**src/rtl/bcta_pkg.sv**
```systemverilog
/*
 * bcta_pkg: constants shared by the break count, trace and space id block.
 * assumes a 32-bit AXI4-Lite register bus and a 50 MHz core clock.
 */
package bcta_pkg;
    // register bus geometry
    localparam int unsigned ADDR_W      = 8;
    localparam int unsigned DATA_W      = 32;
    localparam int unsigned STRB_W      = DATA_W / 8;

    // register byte offsets
    localparam logic [ADDR_W-1:0] OFS_EXEC_COUNT    = 8'h00;
    localparam logic [ADDR_W-1:0] OFS_SOURCE_TRACE  = 8'h04;
    localparam logic [ADDR_W-1:0] OFS_DEST_TRACE    = 8'h08;
    localparam logic [ADDR_W-1:0] OFS_CHAN_A_ID     = 8'h0c;
    localparam logic [ADDR_W-1:0] OFS_CHAN_B_ID     = 8'h10;
    localparam logic [ADDR_W-1:0] OFS_BREAK_CONTROL = 8'h14;

    // execution counter field
    localparam int unsigned        COUNT_W     = 12;
    localparam logic [COUNT_W-1:0] COUNT_RESET = 12'h000;
    localparam logic [COUNT_W-1:0] COUNT_ONE   = 12'h001;

    // trace word layout
    localparam int unsigned TRACE_DEPTH = 8;
    localparam int unsigned VALID_BIT   = 31;
    localparam int unsigned PTR_HI      = 30;
    localparam int unsigned PTR_LO      = 28;
    localparam int unsigned PTR_W       = PTR_HI - PTR_LO + 1;
    localparam int unsigned FADDR_W     = 28;

    // break control bit positions
    localparam int unsigned CTRL_COUNT_BREAK_EN = 0;
    localparam int unsigned CTRL_TRACE_EN       = 11;
    localparam int unsigned CTRL_CHAN_B_ID_MASK = 20;
    localparam int unsigned CTRL_CHAN_A_ID_MASK = 21;
    localparam logic [DATA_W-1:0] CTRL_WRITABLE = 32'h0030_0801;
    localparam logic [DATA_W-1:0] CTRL_RESET    = 32'h0000_0000;

    // space identifier width
    localparam int unsigned ID_W = 8;

    // bus responses
    localparam logic [1:0] RESP_OKAY   = 2'h0;
    localparam logic [1:0] RESP_SLVERR = 2'h2;
endpackage

```
**src/rtl/bcta_top.sv**
```systemverilog
/*
 * bcta_top: execution count break on channel b, branch trace queues and
 * per-channel space identifier compare, with an AXI4-Lite register slave.
 * assumes core fetch/branch/match signals come from logic on aclk.
 */
// Behaviour
// - twelve-bit count of channel b matches
// - power-on reset clears execution counter
// - each channel b match decrements a nonzero counter while count break enabled
// - break fires when match meets count one
// - counter bits 15..12 read zero, write zero
// - counting only while count break enabled
// - source entry captures three-bit decode pointer
// - source bits 27..0 hold last fetch
// - even pointer is buffer, odd plus two
// - source valid sets on capture, clears on read
// - resets clear valid flags, keep other bits
// - source queue eight deep, shifts per branch
// - destination queue eight deep, shifts together
// - destination bits 27..0 hold first fetch after
// - destination valid sets on capture, clears on read
// - destination bits 30..28 read zero
// - channel a space id register, not reset
// - channel b space id register, not reset
// - control bit 0 enables count break
// - control bit 21 masks channel a id
// - trace capture only while control bit 11 set
`timescale 1ns/1ns
module bcta_top #(
    parameter int unsigned DEPTH = bcta_pkg::TRACE_DEPTH
) (
    // clock, reset, enable
    input  wire logic                               aclk,
    input  wire logic                               aresetn,
    input  wire logic                               clk_en,
    input  wire logic                               manual_reset_n,
    // core fetch and branch
    input  wire logic                               fetch_valid,
    input  wire logic [bcta_pkg::FADDR_W-1:0]       fetch_addr,
    input  wire logic                               branch_taken,
    input  wire logic [bcta_pkg::PTR_W-1:0]         decode_pointer,
    // core match inputs
    input  wire logic                               chan_a_hit,
    input  wire logic                               chan_b_hit,
    input  wire logic [bcta_pkg::ID_W-1:0]          core_space_id,
    // break requests
    output logic                                    break_a_q,
    output logic                                    break_b_q,
    // axi write address and data
    input  wire logic                               s_axi_awvalid,
    output logic                                    s_axi_awready,
    input  wire logic [bcta_pkg::ADDR_W-1:0]        s_axi_awaddr,
    input  wire logic                               s_axi_wvalid,
    output logic                                    s_axi_wready,
    input  wire logic [bcta_pkg::DATA_W-1:0]        s_axi_wdata,
    input  wire logic [bcta_pkg::STRB_W-1:0]        s_axi_wstrb,
    // axi write response
    output logic                                    s_axi_bvalid,
    input  wire logic                               s_axi_bready,
    output logic [1:0]                              s_axi_bresp,
    // axi read
    input  wire logic                               s_axi_arvalid,
    output logic                                    s_axi_arready,
    input  wire logic [bcta_pkg::ADDR_W-1:0]        s_axi_araddr,
    output logic                                    s_axi_rvalid,
    input  wire logic                               s_axi_rready,
    output logic [bcta_pkg::DATA_W-1:0]             s_axi_rdata,
    output logic [1:0]                              s_axi_rresp
);

    ////////////////////////////////////////////////////////////////////////
    // helpers

    // byte-lane merge of a write into an old word
    function automatic logic [bcta_pkg::DATA_W-1:0] merge_strb(
        input logic [bcta_pkg::DATA_W-1:0] old_w,
        input logic [bcta_pkg::DATA_W-1:0] new_w,
        input logic [bcta_pkg::STRB_W-1:0] strb
    );
        logic [bcta_pkg::DATA_W-1:0] res;
        res = old_w;
        for (int b = 0; b < bcta_pkg::STRB_W; b++) begin
            if (strb[b]) begin
                res[b*8 +: 8] = new_w[b*8 +: 8];
            end
        end
        return res;
    endfunction

    // true when the word offset names a register
    function automatic logic is_mapped(input logic [bcta_pkg::ADDR_W-1:0] a);
        return a == bcta_pkg::OFS_EXEC_COUNT || a == bcta_pkg::OFS_SOURCE_TRACE
            || a == bcta_pkg::OFS_DEST_TRACE || a == bcta_pkg::OFS_CHAN_A_ID
            || a == bcta_pkg::OFS_CHAN_B_ID || a == bcta_pkg::OFS_BREAK_CONTROL;
    endfunction

    ////////////////////////////////////////////////////////////////////////
    // state

    logic [bcta_pkg::COUNT_W-1:0] count_q,      count_d;      // execution counter
    logic [bcta_pkg::DATA_W-1:0]  ctrl_q,       ctrl_d;       // break control
    logic [bcta_pkg::ID_W-1:0]    id_a_q,       id_a_d;       // channel a space id
    logic [bcta_pkg::ID_W-1:0]    id_b_q,       id_b_d;       // channel b space id
    logic [bcta_pkg::DATA_W-1:0]  src_q [DEPTH];              // source queue, 0 newest
    logic [bcta_pkg::DATA_W-1:0]  src_d [DEPTH];
    logic [bcta_pkg::DATA_W-1:0]  dst_q [DEPTH];              // destination queue
    logic [bcta_pkg::DATA_W-1:0]  dst_d [DEPTH];
    logic                         dst_pend_q,   dst_pend_d;   // waiting for first fetch
    logic [bcta_pkg::FADDR_W-1:0] last_fetch_q, last_fetch_d; // newest fetch address
    logic                         break_a_d,    break_b_d;

    // bus state
    logic                         aw_have_q,    aw_have_d;
    logic [bcta_pkg::ADDR_W-1:0]  aw_addr_q,    aw_addr_d;
    logic                         w_have_q,     w_have_d;
    logic [bcta_pkg::DATA_W-1:0]  w_data_q,     w_data_d;
    logic [bcta_pkg::STRB_W-1:0]  w_strb_q,     w_strb_d;
    logic                         awready_d,    wready_d;
    logic                         bvalid_d,     arready_d,    rvalid_d;
    logic [1:0]                   bresp_d,      rresp_d;
    logic [bcta_pkg::DATA_W-1:0]  rdata_d;

    // strobes from bus group to core group
    logic                         wr_fire;      // write performed this cycle
    logic                         cnt_wr;       // counter written
    logic                         src_rd;       // source trace read
    logic                         dst_rd;       // destination trace read
    logic                         chan_a_ok;    // channel a with id check
    logic                         chan_b_ok;    // channel b with id check
    logic [bcta_pkg::FADDR_W-1:0] src_addr;     // source address for capture
    logic [bcta_pkg::DATA_W-1:0]  cnt_word;     // counter write merged into a word

    ////////////////////////////////////////////////////////////////////////
    // register bus: aw and w are latched independently, write when both held

    always_comb begin
        aw_have_d = aw_have_q;
        aw_addr_d = aw_addr_q;
        w_have_d  = w_have_q;
        w_data_d  = w_data_q;
        w_strb_d  = w_strb_q;
        bvalid_d  = s_axi_bvalid;
        bresp_d   = s_axi_bresp;
        rvalid_d  = s_axi_rvalid;
        rresp_d   = s_axi_rresp;
        rdata_d   = s_axi_rdata;
        ctrl_d    = ctrl_q;
        id_a_d    = id_a_q;
        id_b_d    = id_b_q;
        wr_fire   = 1'b0;
        cnt_wr    = 1'b0;
        src_rd    = 1'b0;
        dst_rd    = 1'b0;
        // response taken frees the write path
        if (s_axi_bvalid && s_axi_bready) begin
            bvalid_d = 1'b0;
        end
        // address and data may arrive in either order
        if (s_axi_awvalid && s_axi_awready) begin
            aw_have_d = 1'b1;
            aw_addr_d = s_axi_awaddr;
        end
        if (s_axi_wvalid && s_axi_wready) begin
            w_have_d = 1'b1;
            w_data_d = s_axi_wdata;
            w_strb_d = s_axi_wstrb;
        end
        // perform write in the same cycle both halves are held
        if (aw_have_q && w_have_q && !s_axi_bvalid) begin
            wr_fire   = 1'b1;
            aw_have_d = 1'b0;
            w_have_d  = 1'b0;
            bvalid_d  = 1'b1;
            bresp_d   = is_mapped(aw_addr_q) ? bcta_pkg::RESP_OKAY : bcta_pkg::RESP_SLVERR;
            unique case (aw_addr_q)
                bcta_pkg::OFS_EXEC_COUNT: begin
                    cnt_wr = 1'b1;
                end
                bcta_pkg::OFS_CHAN_A_ID: begin
                    id_a_d = w_strb_q[0] ? w_data_q[bcta_pkg::ID_W-1:0] : id_a_q;
                end
                bcta_pkg::OFS_CHAN_B_ID: begin
                    id_b_d = w_strb_q[0] ? w_data_q[bcta_pkg::ID_W-1:0] : id_b_q;
                end
                bcta_pkg::OFS_BREAK_CONTROL: begin
                    ctrl_d = merge_strb(ctrl_q, w_data_q, w_strb_q) & bcta_pkg::CTRL_WRITABLE;
                end
                default: begin
                    // trace words are read only, unmapped answer slverr
                end
            endcase
        end
        // one read at a time; data captured at the address handshake
        if (s_axi_rvalid && s_axi_rready) begin
            rvalid_d = 1'b0;
        end
        if (s_axi_arvalid && s_axi_arready) begin
            rvalid_d = 1'b1;
            rresp_d  = is_mapped(s_axi_araddr) ? bcta_pkg::RESP_OKAY : bcta_pkg::RESP_SLVERR;
            rdata_d  = '0;
            unique case (s_axi_araddr)
                bcta_pkg::OFS_EXEC_COUNT: begin
                    rdata_d[bcta_pkg::COUNT_W-1:0] = count_q;
                end
                bcta_pkg::OFS_SOURCE_TRACE: begin
                    rdata_d = src_q[0];
                    src_rd  = 1'b1;
                end
                bcta_pkg::OFS_DEST_TRACE: begin
                    rdata_d = dst_q[0];
                    dst_rd  = 1'b1;
                end
                bcta_pkg::OFS_CHAN_A_ID: begin
                    rdata_d[bcta_pkg::ID_W-1:0] = id_a_q;
                end
                bcta_pkg::OFS_CHAN_B_ID: begin
                    rdata_d[bcta_pkg::ID_W-1:0] = id_b_q;
                end
                bcta_pkg::OFS_BREAK_CONTROL: begin
                    rdata_d = ctrl_q;
                end
                default: begin
                    rdata_d = '0;
                end
            endcase
        end
        // ready is offered only while the holding slot is free
        awready_d = !aw_have_d && !bvalid_d;
        wready_d  = !w_have_d && !bvalid_d;
        arready_d = !rvalid_d;
    end

    // bus registers; space ids are deliberately left out of reset
    always_ff @(posedge aclk) begin
        if (!aresetn) begin
            aw_have_q     <= 1'b0;
            w_have_q      <= 1'b0;
            s_axi_awready <= 1'b0;
            s_axi_wready  <= 1'b0;
            s_axi_bvalid  <= 1'b0;
            s_axi_bresp   <= bcta_pkg::RESP_OKAY;
            s_axi_arready <= 1'b0;
            s_axi_rvalid  <= 1'b0;
            s_axi_rresp   <= bcta_pkg::RESP_OKAY;
            s_axi_rdata   <= '0;
            aw_addr_q     <= '0;
            w_data_q      <= '0;
            w_strb_q      <= '0;
            ctrl_q        <= bcta_pkg::CTRL_RESET;
        end else if (clk_en) begin
            aw_have_q     <= aw_have_d;
            w_have_q      <= w_have_d;
            s_axi_awready <= awready_d;
            s_axi_wready  <= wready_d;
            s_axi_bvalid  <= bvalid_d;
            s_axi_bresp   <= bresp_d;
            s_axi_arready <= arready_d;
            s_axi_rvalid  <= rvalid_d;
            s_axi_rresp   <= rresp_d;
            s_axi_rdata   <= rdata_d;
            aw_addr_q     <= aw_addr_d;
            w_data_q      <= w_data_d;
            w_strb_q      <= w_strb_d;
            ctrl_q        <= ctrl_d;
        end
    end

    // space id registers hold whatever software last wrote, across resets
    always_ff @(posedge aclk) begin
        if (clk_en) begin
            id_a_q <= id_a_d;
            id_b_q <= id_b_d;
        end
    end

    ////////////////////////////////////////////////////////////////////////
    // break count and trace capture

    always_comb begin
        count_d      = count_q;
        last_fetch_d = last_fetch_q;
        dst_pend_d   = dst_pend_q;
        src_d        = src_q;
        dst_d        = dst_q;
        break_b_d    = 1'b0;
        // id compare unless masked
        chan_a_ok = chan_a_hit && (ctrl_q[bcta_pkg::CTRL_CHAN_A_ID_MASK] || core_space_id == id_a_q);
        chan_b_ok = chan_b_hit && (ctrl_q[bcta_pkg::CTRL_CHAN_B_ID_MASK] || core_space_id == id_b_q);
        break_a_d = chan_a_ok;
        // counting only gates channel b while enabled
        if (chan_b_ok) begin
            if (!ctrl_q[bcta_pkg::CTRL_COUNT_BREAK_EN]) begin
                break_b_d = 1'b1;
            end else begin
                break_b_d = (count_q == bcta_pkg::COUNT_ONE);
                // a zero count never breaks and does not wrap
                if (count_q != bcta_pkg::COUNT_RESET) begin
                    count_d = count_q - bcta_pkg::COUNT_ONE;
                end
            end
        end
        // software write wins over a same-cycle decrement; high bits dropped
        cnt_word = merge_strb({{(bcta_pkg::DATA_W-bcta_pkg::COUNT_W){1'b0}}, count_q}, w_data_q, w_strb_q);
        if (cnt_wr) begin
            count_d = cnt_word[bcta_pkg::COUNT_W-1:0];
        end
        // a read clears the newest entry's flag before any shift
        if (src_rd) begin
            src_d[0][bcta_pkg::VALID_BIT] = 1'b0;
        end
        if (dst_rd) begin
            dst_d[0][bcta_pkg::VALID_BIT] = 1'b0;
        end
        // a fetch in the branch cycle still counts as before the branch
        src_addr = fetch_valid ? fetch_addr : last_fetch_q;
        if (fetch_valid) begin
            last_fetch_d = fetch_addr;
        end
        if (branch_taken && ctrl_q[bcta_pkg::CTRL_TRACE_EN]) begin
            for (int i = DEPTH - 1; i > 0; i--) begin
                src_d[i] = src_d[i-1];
                dst_d[i] = dst_d[i-1];
            end
            src_d[0] = {1'b1, decode_pointer, src_addr};
            dst_d[0] = {1'b0, {bcta_pkg::PTR_W{1'b0}}, dst_q[0][bcta_pkg::FADDR_W-1:0]};
            dst_pend_d = 1'b1;
        end else if (dst_pend_q && fetch_valid) begin
            // set wins over a read clear in the same cycle
            dst_d[0] = {1'b1, {bcta_pkg::PTR_W{1'b0}}, fetch_addr};
            dst_pend_d = 1'b0;
        end
        // manual reset drops only the flags and the pending capture
        if (!manual_reset_n) begin
            for (int i = 0; i < DEPTH; i++) begin
                src_d[i][bcta_pkg::VALID_BIT] = 1'b0;
                dst_d[i][bcta_pkg::VALID_BIT] = 1'b0;
            end
            dst_pend_d = 1'b0;
        end
    end

    // trace data bits keep their value through reset, only flags clear
    always_ff @(posedge aclk) begin
        if (!aresetn) begin
            count_q    <= bcta_pkg::COUNT_RESET;
            dst_pend_q <= 1'b0;
            break_a_q  <= 1'b0;
            break_b_q  <= 1'b0;
            for (int i = 0; i < DEPTH; i++) begin
                src_q[i][bcta_pkg::VALID_BIT] <= 1'b0;
                dst_q[i][bcta_pkg::VALID_BIT] <= 1'b0;
            end
        end else if (clk_en) begin
            count_q      <= count_d;
            dst_pend_q   <= dst_pend_d;
            last_fetch_q <= last_fetch_d;
            break_a_q    <= break_a_d;
            break_b_q    <= break_b_d;
            src_q        <= src_d;
            dst_q        <= dst_d;
        end
    end

    ////////////////////////////////////////////////////////////////////////
    // checks

    AST_COUNT_RESET: assert property (@(posedge aclk) disable iff (!aresetn)
        $rose(aresetn) |-> count_q == bcta_pkg::COUNT_RESET)
        else $error("counter not zero after reset");

    AST_COUNT_DEC: assert property (@(posedge aclk) disable iff (!aresetn)
        clk_en && chan_b_ok && ctrl_q[bcta_pkg::CTRL_COUNT_BREAK_EN] && !cnt_wr && count_q > bcta_pkg::COUNT_ONE
        |=> count_q == $past(count_q) - bcta_pkg::COUNT_ONE)
        else $error("counter did not step down on match");

    AST_BREAK_AT_ONE: assert property (@(posedge aclk) disable iff (!aresetn)
        clk_en && chan_b_ok && ctrl_q[bcta_pkg::CTRL_COUNT_BREAK_EN]
        |=> break_b_q == ($past(count_q) == bcta_pkg::COUNT_ONE))
        else $error("count break fired at wrong count");

    AST_COUNT_OFF: assert property (@(posedge aclk) disable iff (!aresetn)
        clk_en && chan_b_ok && !ctrl_q[bcta_pkg::CTRL_COUNT_BREAK_EN] && !cnt_wr
        |=> break_b_q && $stable(count_q))
        else $error("disabled count still gated the break");

    AST_SRC_CAPTURE: assert property (@(posedge aclk) disable iff (!aresetn)
        clk_en && manual_reset_n && branch_taken && ctrl_q[bcta_pkg::CTRL_TRACE_EN]
        |=> src_q[0][bcta_pkg::VALID_BIT] && src_q[0][bcta_pkg::PTR_HI:bcta_pkg::PTR_LO] == $past(decode_pointer)
            && src_q[1][bcta_pkg::VALID_BIT] == ($past(src_q[0][bcta_pkg::VALID_BIT]) && !$past(src_rd))
            && (!$past(src_q[0][bcta_pkg::VALID_BIT])
                || src_q[1][bcta_pkg::PTR_HI:0] == $past(src_q[0][bcta_pkg::PTR_HI:0])))
        else $error("source entry not captured");

    AST_SRC_READ_CLEAR: assert property (@(posedge aclk) disable iff (!aresetn)
        clk_en && src_rd && !branch_taken ##1 s_axi_rvalid
        |-> !src_q[0][bcta_pkg::VALID_BIT])
        else $error("source flag survived a read");

    AST_DST_FILL: assert property (@(posedge aclk) disable iff (!aresetn)
        clk_en && manual_reset_n && dst_pend_q && fetch_valid && !branch_taken
        |=> dst_q[0][bcta_pkg::VALID_BIT] && dst_q[0][bcta_pkg::FADDR_W-1:0] == $past(fetch_addr))
        else $error("destination not filled by first fetch");

    AST_DST_ZERO: assert property (@(posedge aclk) disable iff (!aresetn)
        s_axi_rvalid && dst_q[0][bcta_pkg::VALID_BIT] |-> dst_q[0][bcta_pkg::PTR_HI:bcta_pkg::PTR_LO] == '0)
        else $error("destination reserved bits not zero");

    AST_MANUAL_CLEAR: assert property (@(posedge aclk) disable iff (!aresetn)
        clk_en && !manual_reset_n |=> !src_q[0][bcta_pkg::VALID_BIT] && !dst_q[DEPTH-1][bcta_pkg::VALID_BIT])
        else $error("manual reset left a valid flag");

    AST_ID_MISS: assert property (@(posedge aclk) disable iff (!aresetn)
        clk_en && chan_a_hit && !ctrl_q[bcta_pkg::CTRL_CHAN_A_ID_MASK] && core_space_id != id_a_q
        |=> !break_a_q)
        else $error("channel a broke with wrong id");

endmodule

```
**config.mk**
```make
export PLATFORM = sky130hd
export DESIGN_NAME = bcta_top
export DESIGN_NICKNAME = d
export VERILOG_FILES = /design/src/rtl/bcta_pkg.sv /design/src/rtl/bcta_top.sv
export SDC_FILE = /design/constraint.sdc
export NUM_CORES = 1
export LEC_CHECK = 0
export ABC_AREA = 1
export BUFFER_PORTS_ARGS = -buffer_cell sky130_fd_sc_hd__buf_2
export CAP_MARGIN = 30
export CORE_UTILIZATION = 50
export CTS_CLUSTER_SIZE = 25
export DETAILED_ROUTE_END_ITERATION = 10
export GPL_ROUTABILITY_DRIVEN = 0
export PLACE_DENSITY = 0.73
export SYNTH_ARGS = -nofsm -noshare
export SYNTH_HDL_FRONTEND = slang
export SYNTH_SLANG_ARGS = --single-unit
```
**constraint.sdc**
```tcl
create_clock -name aclk -period 2.6 [get_ports aclk]
set_input_delay 0.52 -clock aclk [delete_from_list [all_inputs] [get_ports aclk]]
set_output_delay 0.52 -clock aclk [all_outputs]
set_load 0.01 [all_outputs]
```
==> flow_summary_export.csv <==
group,metric,value,unit
setup_path,cp-end-kind,"flop",
global_routing,grt_pass1_vias,5949,
clocking,ctsResizeCount,0,
clocking,clockBufferDepth,2,
floorplanning,start_util,51.1,%
drt,drc,0,
final_layout,antenna_cells,0,
power,power.total,6.20,mW
floorplanning,die_w,129,microns
drt,drt-initial-drc-count,458,
logic_synthesis,synth_edf_count,103,
power,peakVddDrop,0.434,mV
sta,fin_crit,1990,ps
power,p_int,4.86,mW
flow_run,maxCapViolations,0,
clocking,cts_tree,"built",
floorplanning,core,15800,sq um
logic_synthesis,yosysWarnings,0,
sta,maxSlewViolCount,0,
drt,drt_pass1_iterations,5,
global_routing,grt_start_max_net_pins,52,
clocking,cts_num_sinks,190,
logic_synthesis,seq_area_frac_synth,59.8,%
drt,wire_per_inst,16.0,microns
clocking,cts_root_buf,"clkbuf_16",
global_routing,grt_pass1_wl,30100,microns
logic_synthesis,synth_cells,831,
final_layout,fill_cells,1374,
logic_synthesis,ys_ff_latch,190,
setup_path,critPathRequiredTime,2920,ps
power,clockPowerShare,42.9,%
setup_path,crit_arrival,2310,ps
power,combinationalPowerShare,4.9,%
power,p_sw_share,21.6,%
clocking,ctsHoldBuffers,0,
final_layout,drive_gt1_share,23.0,%
drt,ant_nets,0,
sta,skew,8.61,ps
clocking,htreeDepth,4,
clocking,insertion_delay,430,ps
final_layout,fin_nets,1060,
logic_synthesis,synth-async-reset-ratio,0,%
clocking,cts_setup_buffers,0,
power,p_seq_share,52.1,%
hold_path,hold_path_class,"in2reg",
drt,routed_via_density,5.31,
global_routing,grt-ovfl-total,0,
floorplanning,chipHeight,129,microns
final_layout,area_delta_synth_final,17.8,%
placed_design,place.port_buffers,125,
sta,fmax,503,MHz
logic_synthesis,synth.avg_cell_area,9.73,sq um
global_routing,antenna_found_initial,0,
floorplanning,die_area,16700,sq um
setup_path,cp_max_fo,23,
logic_synthesis,netlist_area,8080,sq um
sta,final_hold_viol_count,0,
drt,num_vias,6275,
power,power_density,652,nW/um^2
sta,slew_headroom,50.8,%
drt,wl,18900,microns
logic_synthesis,yosys.area.top_type_share,38.3,%
power,p_leak,3.82,nW
logic_synthesis,ys_types,43,
logic_synthesis,synth.top_cells.by_area,"edfxtp_1, dfxtp_1, nand2_1",
floorplanning,num_rows,46,
floorplanning,io_pins,147,
sta,rsz0062_at_grt,"false",
setup_path,startpoint_type,"flop",
sta,timing_worst_slew_pin_value,738,ps
power,p_switching,1.34,mW
global_routing,grt_usage,24.1,%
status,status,"complete, no violations",
logic_synthesis,synthFlopType,"edfxtp_1",
sta,final.setup.tns,0,ps
sta,final.period_utilization,76.5,%
clocking,clk_pin_slew,60,ps
setup_path,worstSetupPathType,"reg2reg",
sta,setup_violations,0,
placed_design,dpl.hpwl,12800,microns
logic_synthesis,synth_top_cell_by_area,"edfxtp_1",
clocking,numCtsBuffers,17,
worst max-delay path, cell delays in order (launching register included):
cell	delay, ps
dfxtp_1	310
inv_1	80
nand3_1	140
nor2_2	170
nand2_2	270
nand3_1	200
nand2_2	90
nor2_4	360
nand3_1	120
nand2_1	80
nor2_1	40
routing by layer:
metal	up-vias	wire [microns]	share of wire, %	track usage, %
met4	0	387	2.1	9.00
met2	201	9020	48	39.8
met1	2975	8390	44	31.2
met5	-	0	0	0
met3	27	1070	5.6	5.16
li1	3072	-	-	-
placed cells by master, fill, tap and decap left out, types with 5 or more instances in the layout:
cell type and count:
edfxtp_1 103, a21oi_1 80, nor2_1 46, clkbuf_16 17, nand2_1 177, inv_1 71, nor3_1 5, buf_2 125
dfxtp_1 87, nand3_1 58, mux2_2 28, o211ai_1 6, xnor2_1 7, o21ai_0 58, buf_4 13, a22o_1 14
through the flow:
step | cells | worst slack, ps | hold slack [ps] | utilization, % | area (sq um)
3_3_place_gp | 1150 | 438 | 436 | 56.4 | 8920
4_1_cts | 1182 | 626 | 251 | 60.2 | 9520
2_1_floorplan | 832 | 100 | 420 | - | 8090
6_report | 1182 | 610 | 261 | 60.2 | 9520
5_1_grt | 1182 | 398 | 250 | 60.2 | 9520
3_5_place_dp | 1150 | 403 | 450 | 56.4 | 8920
power by group through the flow:
stage	logic [mW]	clock network, mW	registers, mW
6_report	0.305	2.66	3.24
5_1_grt	0.340	2.81	3.24
4_1_cts	0.306	2.69	3.24
3_5_place_dp	0.305	0	3.30
3_3_place_gp	0.299	0	3.30
2_1_floorplan	0.172	0	3.30
cells in the mapped netlist, types with 3 or more instances:
cell,count
nand2_1,177
edfxtp_1,103
dfxtp_1,87
a21oi_1,80
inv_1,71
nand3_1,58
o21ai_0,58
nor2_1,49
mux2_2,28
clkbuf_1,20
a22o_1,14
buf_4,7
xnor2_1,7
buf_2,6
o211ai_1,6
nor3_1,5
buf_6,4
nand2_2,4
nand4_1,4
or2_2,4
xor2_1,4
ha_1,3
inv_2,3
nor2_4,3
o21ai_1,3
sequential cells by signal, indices dropped and copies added, names as in the netlist, 4 cells and up:
register      count
dst_q            29
s_axi_rdata      32
id_b_q            8
id_a_q            8
src_q            32
count_q          12
aw_addr_q         8
last_fetch_q     28
ctrl_q            4
w_data_q         14
final cells by class:
type                            count  area, sq um  share of cell area [%]
Sequential cell                   190         4830                    50.8
Multi-Input combinational cell    530         2780                    29.2
Timing Repair Buffer              140          763                    8.01
Clock buffer                       20          437                    4.59
Inverter                           74          278                    2.92
Tap cell                          216          270                    2.84
Clock inverter                     12          161                    1.69
final timing paths:
| check | endpoint | cells past startpoint | from | slack [ps] |
|---|---|---|---|---|
| setup reg to reg | count_q[3] | 10 | s_axi_bvalid | 610 |
| setup / recovery | count_q[3] | 10 | s_axi_bvalid | 610 |
| hold / removal | src_q[252] | 1 | decode_pointer[0] | 260 |
| hold reg to reg | w_data_q[20] | 2 | w_data_q[20] | 460 |
logic make-up (layout without fill, tap and decap cells):
kind of cell	Yosys count	in the layout	share of synthesized area (%)
and+or+nand+nor	313	313	16.6
DFF	190	190	59.8
AOI/OAI and AO/OA	173	173	12.0
buffers and inverters	112	246	5.99
muxes	28	28	3.90
xor gates and xnor gates	11	11	1.19
adders and majority gates	3	3	0.465
other	1	2	0.0464
No activity file was read; power rests on OpenSTA's default activity.
